File: src/design/lcis_map.svh
// Register indices, field positions, reset values and bus constants for the channel interrupt status block
`ifndef LCIS_MAP_SVH
`define LCIS_MAP_SVH

// Register index = channel group base + offset; byte address = index * 4
`define LCIS_AXI_AW 13
`define LCIS_CH0_GRP 5'h1F
`define LCIS_OFF_STATE 6'h1F
`define LCIS_OFF_EDGE 6'h20
`define LCIS_OFF_LOOP 6'h21
`define LCIS_OFF_LINE 6'h22
`define LCIS_OFF_ERRL 6'h23
`define LCIS_OFF_ERRH 6'h24

// Field positions in line_event_interrupt_flags
`define LCIS_BIT_SYS_BIPOLAR_VIOLATION 5
`define LCIS_BIT_LINE_BIPOLAR_VIOLATION 4
`define LCIS_BIT_SYS_EXCESS_ZEROS 3
`define LCIS_BIT_LINE_EXCESS_ZEROS 2
`define LCIS_BIT_PERR 1
`define LCIS_BIT_CNTOV 0

// Field positions in the loop code flag, state and edge select registers
`define LCIS_BIT_ACT 1
`define LCIS_BIT_DEACT 0
`define LCIS_BIT_EDGE 0

// Reset values and widths
`define LCIS_LINE_RST 6'h00
`define LCIS_LOOP_RST 2'h0
`define LCIS_ERROR_COUNT_VALUE_W 16
`define LCIS_ERROR_COUNT_VALUE_RST 16'h0000

// AXI responses
`define LCIS_RESP_OKAY 2'h0
`define LCIS_RESP_SLVERR 2'h2

`endif

File: src/design/lcis_pkg.sv
// Types shared by the channel interrupt status block
package lcis_pkg;
    typedef enum logic [2:0] {
        LCIS_SEL_NONE,
        LCIS_SEL_STATE,
        LCIS_SEL_EDGE,
        LCIS_SEL_LOOP,
        LCIS_SEL_LINE,
        LCIS_SEL_ERRL,
        LCIS_SEL_ERRH
    } lcis_sel_t;

    typedef struct packed {
        logic hit;
        logic [3:0] ch;
        lcis_sel_t sel;
    } lcis_dec_t;

    typedef logic [5:0] lcis_line_t;
    typedef logic [1:0] lcis_loop_t;
endpackage

File: src/design/lcis_chan_if.sv
// Signals between the register front end and one channel's flag logic
`timescale 1ns/10ps
`include "lcis_map.svh"
interface lcis_chan_if;
    logic ev_sys_bipolar_violation;
    logic ev_line_bipolar_violation;
    logic ev_sys_excess_zeros;
    logic ev_line_excess_zeros;
    logic ev_perr;
    logic ev_error_count_value;
    logic act_state;
    logic ev_deact;
    lcis_pkg::lcis_line_t clr_line;
    lcis_pkg::lcis_loop_t clr_loop;
    logic edge_we;
    logic edge_wdata;
    lcis_pkg::lcis_line_t line_flags;
    lcis_pkg::lcis_loop_t loop_flags;
    logic edge_sel;
    logic [`LCIS_ERROR_COUNT_VALUE_W-1:0] err_count;

    modport front (
        output ev_sys_bipolar_violation, ev_line_bipolar_violation, ev_sys_excess_zeros, ev_line_excess_zeros, ev_perr, ev_error_count_value, act_state, ev_deact,
        output clr_line, clr_loop, edge_we, edge_wdata,
        input line_flags, loop_flags, edge_sel, err_count
    );
    modport chan (
        input ev_sys_bipolar_violation, ev_line_bipolar_violation, ev_sys_excess_zeros, ev_line_excess_zeros, ev_perr, ev_error_count_value, act_state, ev_deact,
        input clr_line, clr_loop, edge_we, edge_wdata,
        output line_flags, loop_flags, edge_sel, err_count
    );
endinterface

File: src/design/lcis_chan.sv
// One channel: sticky event flags, loop code edge detect and the 16-bit error counter
`timescale 1ns/10ps
`include "lcis_map.svh"
module lcis_chan (
    input wire logic aclk, // System clock
    input wire logic aresetn, // Synchronous reset, active low
    lcis_chan_if.chan cif // Events in, flags out
);
    localparam int CW = `LCIS_ERROR_COUNT_VALUE_W;

    lcis_pkg::lcis_line_t line_ff, nxt_line;
    lcis_pkg::lcis_loop_t loop_ff, nxt_loop;
    logic edge_ff, nxt_edge;
    logic prev_ff, nxt_prev;
    logic [CW-1:0] cnt_ff, nxt_cnt;
    logic ovf;
    logic act_ev;

    // Next flag values; an event in the clearing cycle wins over the clear
    always_comb begin
        ovf = cif.ev_error_count_value && (cnt_ff == {CW{1'b1}});
        nxt_cnt = cif.ev_error_count_value ? cnt_ff + {{(CW-1){1'b0}}, 1'b1} : cnt_ff;
        nxt_line = line_ff & ~cif.clr_line;
        nxt_line[`LCIS_BIT_SYS_BIPOLAR_VIOLATION] = nxt_line[`LCIS_BIT_SYS_BIPOLAR_VIOLATION] | cif.ev_sys_bipolar_violation;
        nxt_line[`LCIS_BIT_LINE_BIPOLAR_VIOLATION] = nxt_line[`LCIS_BIT_LINE_BIPOLAR_VIOLATION] | cif.ev_line_bipolar_violation;
        nxt_line[`LCIS_BIT_SYS_EXCESS_ZEROS] = nxt_line[`LCIS_BIT_SYS_EXCESS_ZEROS] | cif.ev_sys_excess_zeros;
        nxt_line[`LCIS_BIT_LINE_EXCESS_ZEROS] = nxt_line[`LCIS_BIT_LINE_EXCESS_ZEROS] | cif.ev_line_excess_zeros;
        nxt_line[`LCIS_BIT_PERR] = nxt_line[`LCIS_BIT_PERR] | cif.ev_perr;
        nxt_line[`LCIS_BIT_CNTOV] = nxt_line[`LCIS_BIT_CNTOV] | ovf;
        // Edge select 0 catches only the rise, 1 catches either change
        act_ev = edge_ff ? (cif.act_state ^ prev_ff) : (cif.act_state & ~prev_ff);
        nxt_loop = loop_ff & ~cif.clr_loop;
        nxt_loop[`LCIS_BIT_ACT] = nxt_loop[`LCIS_BIT_ACT] | act_ev;
        nxt_loop[`LCIS_BIT_DEACT] = nxt_loop[`LCIS_BIT_DEACT] | cif.ev_deact;
        nxt_edge = cif.edge_we ? cif.edge_wdata : edge_ff;
        nxt_prev = cif.act_state;
    end

    // Registers; the state history resets low so a state high at release counts as a rise
    always_ff @(posedge aclk) begin
        if (!aresetn) begin
            line_ff <= `LCIS_LINE_RST;
            loop_ff <= `LCIS_LOOP_RST;
            edge_ff <= 1'b0;
            prev_ff <= 1'b0;
            cnt_ff <= `LCIS_ERROR_COUNT_VALUE_RST;
        end else begin
            line_ff <= nxt_line;
            loop_ff <= nxt_loop;
            edge_ff <= nxt_edge;
            prev_ff <= nxt_prev;
            cnt_ff <= nxt_cnt;
        end
    end

    // Outputs straight from flops
    assign cif.line_flags = line_ff;
    assign cif.loop_flags = loop_ff;
    assign cif.edge_sel = edge_ff;
    assign cif.err_count = cnt_ff;
endmodule // lcis_chan

File: src/design/lcis_top.sv
// Per-channel line event interrupt flags behind an AXI4-Lite slave, with the shared interrupt pin
//
// Chosen here: the AXI4-Lite slave port.
`timescale 1ns/10ps
`include "lcis_map.svh"
module lcis_top #(
    parameter int NCH = 9 // Channels, channel 0 being the extra one
) (
    input wire logic aclk, // System clock, 100 MHz
    input wire logic aresetn, // Synchronous reset, active low
    input wire logic [`LCIS_AXI_AW-1:0] s_axi_awaddr, // Write address
    input wire logic s_axi_awvalid, // Write address valid
    output logic s_axi_awready, // Write address ready
    input wire logic [31:0] s_axi_wdata, // Write data
    input wire logic [3:0] s_axi_wstrb, // Write strobes
    input wire logic s_axi_wvalid, // Write data valid
    output logic s_axi_wready, // Write data ready
    output logic [1:0] s_axi_bresp, // Write response
    output logic s_axi_bvalid, // Write response valid
    input wire logic s_axi_bready, // Write response ready
    input wire logic [`LCIS_AXI_AW-1:0] s_axi_araddr, // Read address
    input wire logic s_axi_arvalid, // Read address valid
    output logic s_axi_arready, // Read address ready
    output logic [31:0] s_axi_rdata, // Read data
    output logic [1:0] s_axi_rresp, // Read response
    output logic s_axi_rvalid, // Read data valid
    input wire logic s_axi_rready, // Read data ready
    input wire logic [NCH-1:0] sys_bipolar_violation, // Pulse per event
    input wire logic [NCH-1:0] line_bipolar_violation, // Pulse per event
    input wire logic [NCH-1:0] sys_excess_zeros, // Pulse per event
    input wire logic [NCH-1:0] line_excess_zeros, // Pulse per event
    input wire logic [NCH-1:0] pattern_error, // Pulse per checker error
    input wire logic [NCH-1:0] error_count_event, // Pulse per counted error
    input wire logic [NCH-1:0] loop_activate_code_state, // Level
    input wire logic [NCH-1:0] loop_deactivate_code, // Pulse per detection
    output logic int_n // Interrupt, active low
);
    if (NCH < 2 || NCH > 16) begin : g_bad_nch
        $error("lcis_top: NCH must lie in 2..16");
    end

    lcis_chan_if cif [NCH] ();

    logic aw_got_ff, nxt_aw_got, w_got_ff, nxt_w_got;
    logic [`LCIS_AXI_AW-1:0] awaddr_ff, nxt_awaddr;
    logic [7:0] wdata_ff, nxt_wdata;
    logic wlane_ff, nxt_wlane;
    logic bvalid_ff, nxt_bvalid, rvalid_ff, nxt_rvalid;
    logic [1:0] bresp_ff, nxt_bresp, rresp_ff, nxt_rresp;
    logic [31:0] rdata_ff, nxt_rdata;
    logic int_n_ff, nxt_int_n;
    logic commit;
    lcis_pkg::lcis_dec_t wdec, rdec;
    logic [31:0] rd_word;
    lcis_pkg::lcis_line_t line_a [NCH];
    lcis_pkg::lcis_loop_t loop_a [NCH];
    logic [NCH-1:0] edge_a, state_a, any_a;
    logic [`LCIS_ERROR_COUNT_VALUE_W-1:0] error_count_value_a [NCH];

    // Byte address to channel and register; the top five index bits pick the channel group
    function automatic lcis_pkg::lcis_dec_t dec_f(input logic [`LCIS_AXI_AW-1:0] a);
        lcis_pkg::lcis_dec_t d;
        logic [4:0] grp;
        logic chan_ok;
        grp = a[12:8];
        d.ch = (grp == `LCIS_CH0_GRP) ? 4'h0 : grp[3:0] + 4'h1;
        chan_ok = (grp == `LCIS_CH0_GRP) || (grp < 5'(NCH - 1));
        case (a[7:2])
            `LCIS_OFF_STATE: d.sel = lcis_pkg::LCIS_SEL_STATE;
            `LCIS_OFF_EDGE: d.sel = lcis_pkg::LCIS_SEL_EDGE;
            `LCIS_OFF_LOOP: d.sel = lcis_pkg::LCIS_SEL_LOOP;
            `LCIS_OFF_LINE: d.sel = lcis_pkg::LCIS_SEL_LINE;
            `LCIS_OFF_ERRL: d.sel = lcis_pkg::LCIS_SEL_ERRL;
            `LCIS_OFF_ERRH: d.sel = lcis_pkg::LCIS_SEL_ERRH;
            default: d.sel = lcis_pkg::LCIS_SEL_NONE;
        endcase
        d.hit = chan_ok && (a[1:0] == 2'h0) && (d.sel != lcis_pkg::LCIS_SEL_NONE);
        return d;
    endfunction

    assign wdec = dec_f(awaddr_ff);
    assign rdec = dec_f(s_axi_araddr);
    assign commit = aw_got_ff && w_got_ff && !bvalid_ff;

    // Channel instances, their events and their write strobes
    for (genvar i = 0; i < NCH; i++) begin : g_ch
        logic sel_me;
        assign sel_me = commit && wdec.hit && wlane_ff && (wdec.ch == 4'(i));
        assign cif[i].ev_sys_bipolar_violation = sys_bipolar_violation[i];
        assign cif[i].ev_line_bipolar_violation = line_bipolar_violation[i];
        assign cif[i].ev_sys_excess_zeros = sys_excess_zeros[i];
        assign cif[i].ev_line_excess_zeros = line_excess_zeros[i];
        assign cif[i].ev_perr = pattern_error[i];
        assign cif[i].ev_error_count_value = error_count_event[i];
        assign cif[i].act_state = loop_activate_code_state[i];
        assign cif[i].ev_deact = loop_deactivate_code[i];
        // Written ones clear; a zero byte leaves every flag alone
        assign cif[i].clr_line = (sel_me && wdec.sel == lcis_pkg::LCIS_SEL_LINE) ? wdata_ff[5:0] : 6'h00;
        assign cif[i].clr_loop = (sel_me && wdec.sel == lcis_pkg::LCIS_SEL_LOOP) ? wdata_ff[1:0] : 2'h0;
        assign cif[i].edge_we = sel_me && (wdec.sel == lcis_pkg::LCIS_SEL_EDGE);
        assign cif[i].edge_wdata = wdata_ff[`LCIS_BIT_EDGE];
        assign line_a[i] = cif[i].line_flags;
        assign loop_a[i] = cif[i].loop_flags;
        assign edge_a[i] = cif[i].edge_sel;
        assign error_count_value_a[i] = cif[i].err_count;
        assign state_a[i] = loop_activate_code_state[i];
        assign any_a[i] = (|line_a[i]) || (|loop_a[i]);
        lcis_chan u_chan (
            .aclk(aclk),
            .aresetn(aresetn),
            .cif(cif[i])
        );
    end

    // Read mux; unmapped addresses read zero
    always_comb begin
        rd_word = 32'h0000_0000;
        if (rdec.hit) begin
            case (rdec.sel)
                lcis_pkg::LCIS_SEL_STATE: rd_word[`LCIS_BIT_ACT] = state_a[rdec.ch];
                lcis_pkg::LCIS_SEL_EDGE: rd_word[`LCIS_BIT_EDGE] = edge_a[rdec.ch];
                lcis_pkg::LCIS_SEL_LOOP: rd_word[1:0] = loop_a[rdec.ch];
                lcis_pkg::LCIS_SEL_LINE: rd_word[5:0] = line_a[rdec.ch];
                lcis_pkg::LCIS_SEL_ERRL: rd_word[7:0] = error_count_value_a[rdec.ch][7:0];
                lcis_pkg::LCIS_SEL_ERRH: rd_word[7:0] = error_count_value_a[rdec.ch][15:8];
                default: rd_word = 32'h0000_0000;
            endcase
        end
    end

    // Bus handshakes: address and data may come in either order, one write and one read at a time
    assign s_axi_awready = !aw_got_ff && !bvalid_ff;
    assign s_axi_wready = !w_got_ff && !bvalid_ff;
    assign s_axi_arready = !rvalid_ff;

    always_comb begin
        nxt_aw_got = aw_got_ff;
        nxt_awaddr = awaddr_ff;
        nxt_w_got = w_got_ff;
        nxt_wdata = wdata_ff;
        nxt_wlane = wlane_ff;
        nxt_bvalid = bvalid_ff;
        nxt_bresp = bresp_ff;
        nxt_rvalid = rvalid_ff;
        nxt_rdata = rdata_ff;
        nxt_rresp = rresp_ff;
        if (s_axi_awvalid && s_axi_awready) begin
            nxt_aw_got = 1'b1;
            nxt_awaddr = s_axi_awaddr;
        end
        if (s_axi_wvalid && s_axi_wready) begin
            nxt_w_got = 1'b1;
            nxt_wdata = s_axi_wdata[7:0];
            nxt_wlane = s_axi_wstrb[0];
        end
        if (commit) begin
            nxt_aw_got = 1'b0;
            nxt_w_got = 1'b0;
            nxt_bvalid = 1'b1;
            nxt_bresp = wdec.hit ? `LCIS_RESP_OKAY : `LCIS_RESP_SLVERR;
        end else if (bvalid_ff && s_axi_bready) begin
            nxt_bvalid = 1'b0;
        end
        if (s_axi_arvalid && s_axi_arready) begin
            nxt_rvalid = 1'b1;
            nxt_rdata = rd_word;
            nxt_rresp = rdec.hit ? `LCIS_RESP_OKAY : `LCIS_RESP_SLVERR;
        end else if (rvalid_ff && s_axi_rready) begin
            nxt_rvalid = 1'b0;
        end
        // Pin follows flags one cycle later so it never glitches
        nxt_int_n = !(|any_a);
    end

    always_ff @(posedge aclk) begin
        if (!aresetn) begin
            aw_got_ff <= 1'b0;
            awaddr_ff <= '0;
            w_got_ff <= 1'b0;
            wdata_ff <= 8'h00;
            wlane_ff <= 1'b0;
            bvalid_ff <= 1'b0;
            bresp_ff <= `LCIS_RESP_OKAY;
            rvalid_ff <= 1'b0;
            rdata_ff <= 32'h0000_0000;
            rresp_ff <= `LCIS_RESP_OKAY;
            int_n_ff <= 1'b1;
        end else begin
            aw_got_ff <= nxt_aw_got;
            awaddr_ff <= nxt_awaddr;
            w_got_ff <= nxt_w_got;
            wdata_ff <= nxt_wdata;
            wlane_ff <= nxt_wlane;
            bvalid_ff <= nxt_bvalid;
            bresp_ff <= nxt_bresp;
            rvalid_ff <= nxt_rvalid;
            rdata_ff <= nxt_rdata;
            rresp_ff <= nxt_rresp;
            int_n_ff <= nxt_int_n;
        end
    end

    assign s_axi_bvalid = bvalid_ff;
    assign s_axi_bresp = bresp_ff;
    assign s_axi_rvalid = rvalid_ff;
    assign s_axi_rdata = rdata_ff;
    assign s_axi_rresp = rresp_ff;
    assign int_n = int_n_ff;
endmodule // lcis_top

File: config.mk
export PLATFORM = sky130hd
export DESIGN_NAME = lcis_top
export DESIGN_NICKNAME = d
export VERILOG_FILES = /design/src/design/lcis_pkg.sv /design/src/design/lcis_chan_if.sv /design/src/design/lcis_chan.sv /design/src/design/lcis_top.sv
export VERILOG_INCLUDE_DIRS = /design/src /design/src/design
export SDC_FILE = /design/constraint.sdc
export NUM_CORES = 1
export LEC_CHECK = 0
export ABC_CLOCK_PERIOD_IN_PS = 3200
export BUFFER_PORTS_ARGS = -buffer_cell sky130_fd_sc_hd__buf_4
export CELL_PAD_IN_SITES_DETAIL_PLACEMENT = 0
export CELL_PAD_IN_SITES_GLOBAL_PLACEMENT = 1
export CORE_MARGIN = 2
export CORE_UTILIZATION = 35
export DETAILED_ROUTE_END_ITERATION = 6
export HOLD_SLACK_MARGIN = 0.06
export PLACE_DENSITY = 0.76
export SYNTH_ARGS = -nofsm -noshare
export SYNTH_HDL_FRONTEND = slang
export SYNTH_HIERARCHICAL = 1
export SYNTH_SLANG_ARGS = --single-unit
File: constraint.sdc
create_clock -name aclk -period 3.2 [get_ports aclk]
set_input_delay 0.64 -clock aclk [delete_from_list [all_inputs] [get_ports aclk]]
set_output_delay 0.64 -clock aclk [all_outputs]
set_load 0.1 [all_outputs]
==> flow_metrics.env <==
export IMPL_hold_class="input pin to register"
export IMPL_rsz0062_at_grt="false"
export IMPL_worst_slack_ns=0.3466
export IMPL_routabilityCongestion=0.9169
export IMPL_synth_edf_count=0
export IMPL_fin_area_um2=16490
export IMPL_die_area_um2=42010
export IMPL_firstDrtPassIters=5
export IMPL_multi_input_area_um2=7870
export IMPL_cts_resized=0
export IMPL_clk_path_buf_depth=3
export IMPL_hold_viol=0
export IMPL_synthArstFlopShare_pct=0
export IMPL_rr_startpoint="awaddr_ff[7]"
export IMPL_min_from="sys_excess_zeros[6]"
export IMPL_min_to="g_ch[6].u_chan/cif.line_flags[3]"
export IMPL_arrival_ns=3.32
export IMPL_yosys_register_bits=269
export IMPL_timing_fmax_ghz=0.3505
export IMPL_insertion_delay_ns=0.57
export IMPL_max_vdd_ir_drop_mv=0.3635
export IMPL_coreArea_um2=39820
export IMPL_port_buffers=127
export IMPL_stdcell_count=2277
export IMPL_status="complete, no violations"
export IMPL_worstPathRequired_ns=3.67
export IMPL_dp_hpwl_um=35090
export IMPL_drive_above_1_share_pct=15.70
export IMPL_drv_slew=0
export IMPL_dpl_instance_area_um2=15430
export IMPL_nets=1888
export IMPL_crit_path_end_kind="register"
export IMPL_yosys_area_top_type="dfxtp_1"
export IMPL_avgRoutedWirePerCell_um=20.11
export IMPL_period_needed_ns=2.853
export IMPL_vias=12390
export IMPL_post_route_period_util_pct=89.17
export IMPL_leakage_nw=5.927
export IMPL_overflow=0
export IMPL_antenna_found_initial=0
export IMPL_root_buffer="clkbuf_16"
export IMPL_numClockSinks=269
export IMPL_dpl_worst_slack_ns=0.08180
export IMPL_antenna_cells=0
export IMPL_syn_avg_cell_area_um2=8.699
export IMPL_crit_path_start_kind="register"
export IMPL_antenna_left=0
export IMPL_cts_hold_buffers=0
export IMPL_crit_start="awaddr_ff[7]"
export IMPL_yosysUniqueCellTypes=66
export IMPL_die_w_um=205.0
export IMPL_rows=73
export IMPL_htreeDepth=1
export IMPL_skew_ns=0.01821
export IMPL_n_fill_cell=4004
export IMPL_critPathMaxFanout=8
export IMPL_p_per_area_nw_per_um2=502.9
export IMPL_r2r_cells=8
export IMPL_grt_max_degree=35
export IMPL_cts_buffers=31
export IMPL_ys_dominant_reg_cell="dfxtp_1"
export IMPL_maxCapViolations=0
export IMPL_power_mw=8.295
export IMPL_clk_pin_slew_ns=0.06
export IMPL_worstSetupPathType="register to register"
export IMPL_cts_tree="done"
export IMPL_areaGrowthSynthToFinish_pct=16.68
export IMPL_grt_pass1_wl_um=69430
export IMPL_grt_pass1_vias=11510
export IMPL_synthTopCellsByArea="dfxtp_1 (38%), mux4_2 (7.3%), nor2_1 (5.7%)"
export IMPL_yosys_warnings=6
export IMPL_seq_area_frac_synth_pct=38.10
export IMPL_tightest_slew_ns=0.9654
export IMPL_drt_iter0_markers=1221
export IMPL_slew_headroom_pct=35.57
export IMPL_finalSetupTns_ns=0
export IMPL_synthCells=1625
export IMPL_dp_cells=2220
export IMPL_die_h_um=205.0
export IMPL_via_per_inst=5.440
export IMPL_hold_path_depth=3
export IMPL_start_util_pct=35.50
export IMPL_setup_violations=0
export IMPL_area_sequential_um2=5385
export IMPL_worst_r2r_setup_slack_ns=0.35
export IMPL_grt_use_total_pct=21.50
export IMPL_syn_area_um2=14140
export IMPL_synth_top_area_share_pct=38.10
export IMPL_rr_endpoint="g_ch[8].u_chan/cif.line_flags[0]"
export IMPL_cts_setup_buffers=0
export IMPL_routed_wl_um=45780
export IMPL_drcViolationCount=0
export IMPL_boundaryPins=183
[metal layers]
metal / GRT usage, % / vias up / wire length, um
li1: - / 5907 / -
met1: 30.16 / 5959 / 21070
met2: 33.30 / 453 / 20160
met3: 3.579 / 67 / 3102
met4: 7.503 / 0 / 1453
met5: 0 / - / 0
[through the flow]
stage | hold WS [ns] | util [%]
6_report | 0.2715 | 41.42
5_1_grt | 0.2763 | 41.42
4_1_cts | 0.2589 | 41.42
3_5_place_dp | 0.4494 | 38.74
3_3_place_gp | 0.4412 | 38.74
2_1_floorplan | 0.4320 | -
[logic make-up after synthesis]
kind of cell | after synthesis | synth area share (%)
compound gates | 267 | 11.59
xor+xnor | 92 | 5.700
fa+ha+maj | 19 | 1.682
buf+inv | 200 | 6.913
flops | 269 | 38.10
mux | 79 | 9.674
other cells | 1 | 0.02653
simple gates | 698 | 26.32
[how the worst max path moves through the flow]
stage,cells after the start,end
2_1_floorplan,5,wdata_ff[0]
3_3_place_gp,8,s_axi_rdata[6]
3_5_place_dp,8,s_axi_rdata[6]
4_1_cts,8,g_ch[8].u_chan/cif.line_flags[0]
5_1_grt,9,g_ch[6].u_chan/cif.line_flags[4]
6_report,8,g_ch[8].u_chan/cif.line_flags[0]
[synth_stat cells, types with 3 or more instances]
master      n
nand2b_1   17
buf_1      20
buf_4      29
nand3b_1    4
o31ai_1    11
nand4_1    80
nand3_4     9
or3_1      37
ha_1       19
or4_1      10
a31oi_1     8
nor2_1    215
and3_1     12
a221oi_1    4
inv_1      92
and2_1     96
a211oi_1    3
mux4_2     46
xor2_1     73
a22oi_1     3
clkbuf_1   34
nor4_1     19
o21ai_0    60
buf_2      10
dfxtp_1   269
nand2_1    99
nor3_1      9
and4_1     19
nand3_1    53
nor2b_1     5
xnor2_1    19
a222oi_1    5
a211o_1     3
o22ai_1     9
buf_6      14
a22o_1      3
a32oi_1     5
o21a_1      4
and4b_1     3
a21oi_1   130
mux2i_1    32
a32o_1      4
[where the power goes]
group | switching (mW) | internal [mW] | total (mW) | leakage [nW]
Combinational | 0.618 | 0.341 | 0.959 | 3.19
Clock | 1.46 | 2.24 | 3.69 | 0.535
Sequential | 0.179 | 3.47 | 3.65 | 2.20
[worst max-delay path: stages (launching register included)]
cell and delay (ns):
dfxtp_1 0.34, or3b_2 0.47, o22a_1 0.26, nor4_4 0.40, nand4_1 0.29, nor2_1 0.45, and2_1 0.30, o22ai_1 0.10
and2_1 0.15
[placed cells by master (no fill, tap or decap), types with 8 or more instances in the layout]
master | Yosys | layout
ha_1 | 19 | 18
xnor2_1 | 19 | 19
clkbuf_8 | 0 | 10
xor2_1 | 73 | 73
and2_1 | 96 | 96
nand4_1 | 80 | 80
nand3_4 | 9 | 9
mux4_2 | 46 | 46
dfxtp_1 | 269 | 269
or3_1 | 37 | 37
nand3_1 | 53 | 53
nor3_1 | 9 | 9
a21oi_1 | 130 | 130
clkbuf_16 | 0 | 31
conb_1 | 1 | 26
o31ai_1 | 11 | 11
mux2i_1 | 32 | 32
a31oi_1 | 8 | 8
o21ai_0 | 60 | 60
nand2b_1 | 17 | 17
o22ai_1 | 9 | 9
inv_1 | 92 | 92
and3_1 | 12 | 12
or4_1 | 10 | 10
nor2_1 | 215 | 215
clkinv_2 | 0 | 9
nor4_1 | 19 | 19
and4_1 | 19 | 19
buf_4 | 29 | 150
nand2_1 | 99 | 99
[final cells by class]
class | instances | share of cell area [%]
multi-input cells | 1181 | 47.71
flip-flops and latches | 269 | 32.65
repair buffers | 152 | 7.070
clock buffers | 44 | 5.606
well taps | 525 | 3.982
inverters | 93 | 2.116
clock inverters | 13 | 0.8647
[sequential cells by signal, indices dropped and copies added, names as in the netlist]
signal and count:
g_ch.u_chan/cif.err_count 144, g_ch.u_chan/cif.line_flags 54, g_ch.u_chan/cif.loop_flags 18, awaddr_ff 13
g_ch.u_chan/cif.edge_sel 9, g_ch.u_chan/prev_ff 9, s_axi_rdata 8, wdata_ff 6
aw_got_ff 1, int_n 1, s_axi_bresp 1, s_axi_bvalid 1
s_axi_rresp 1, s_axi_rvalid 1, w_got_ff 1, wlane_ff 1
(Power assumes the default switching activity.)
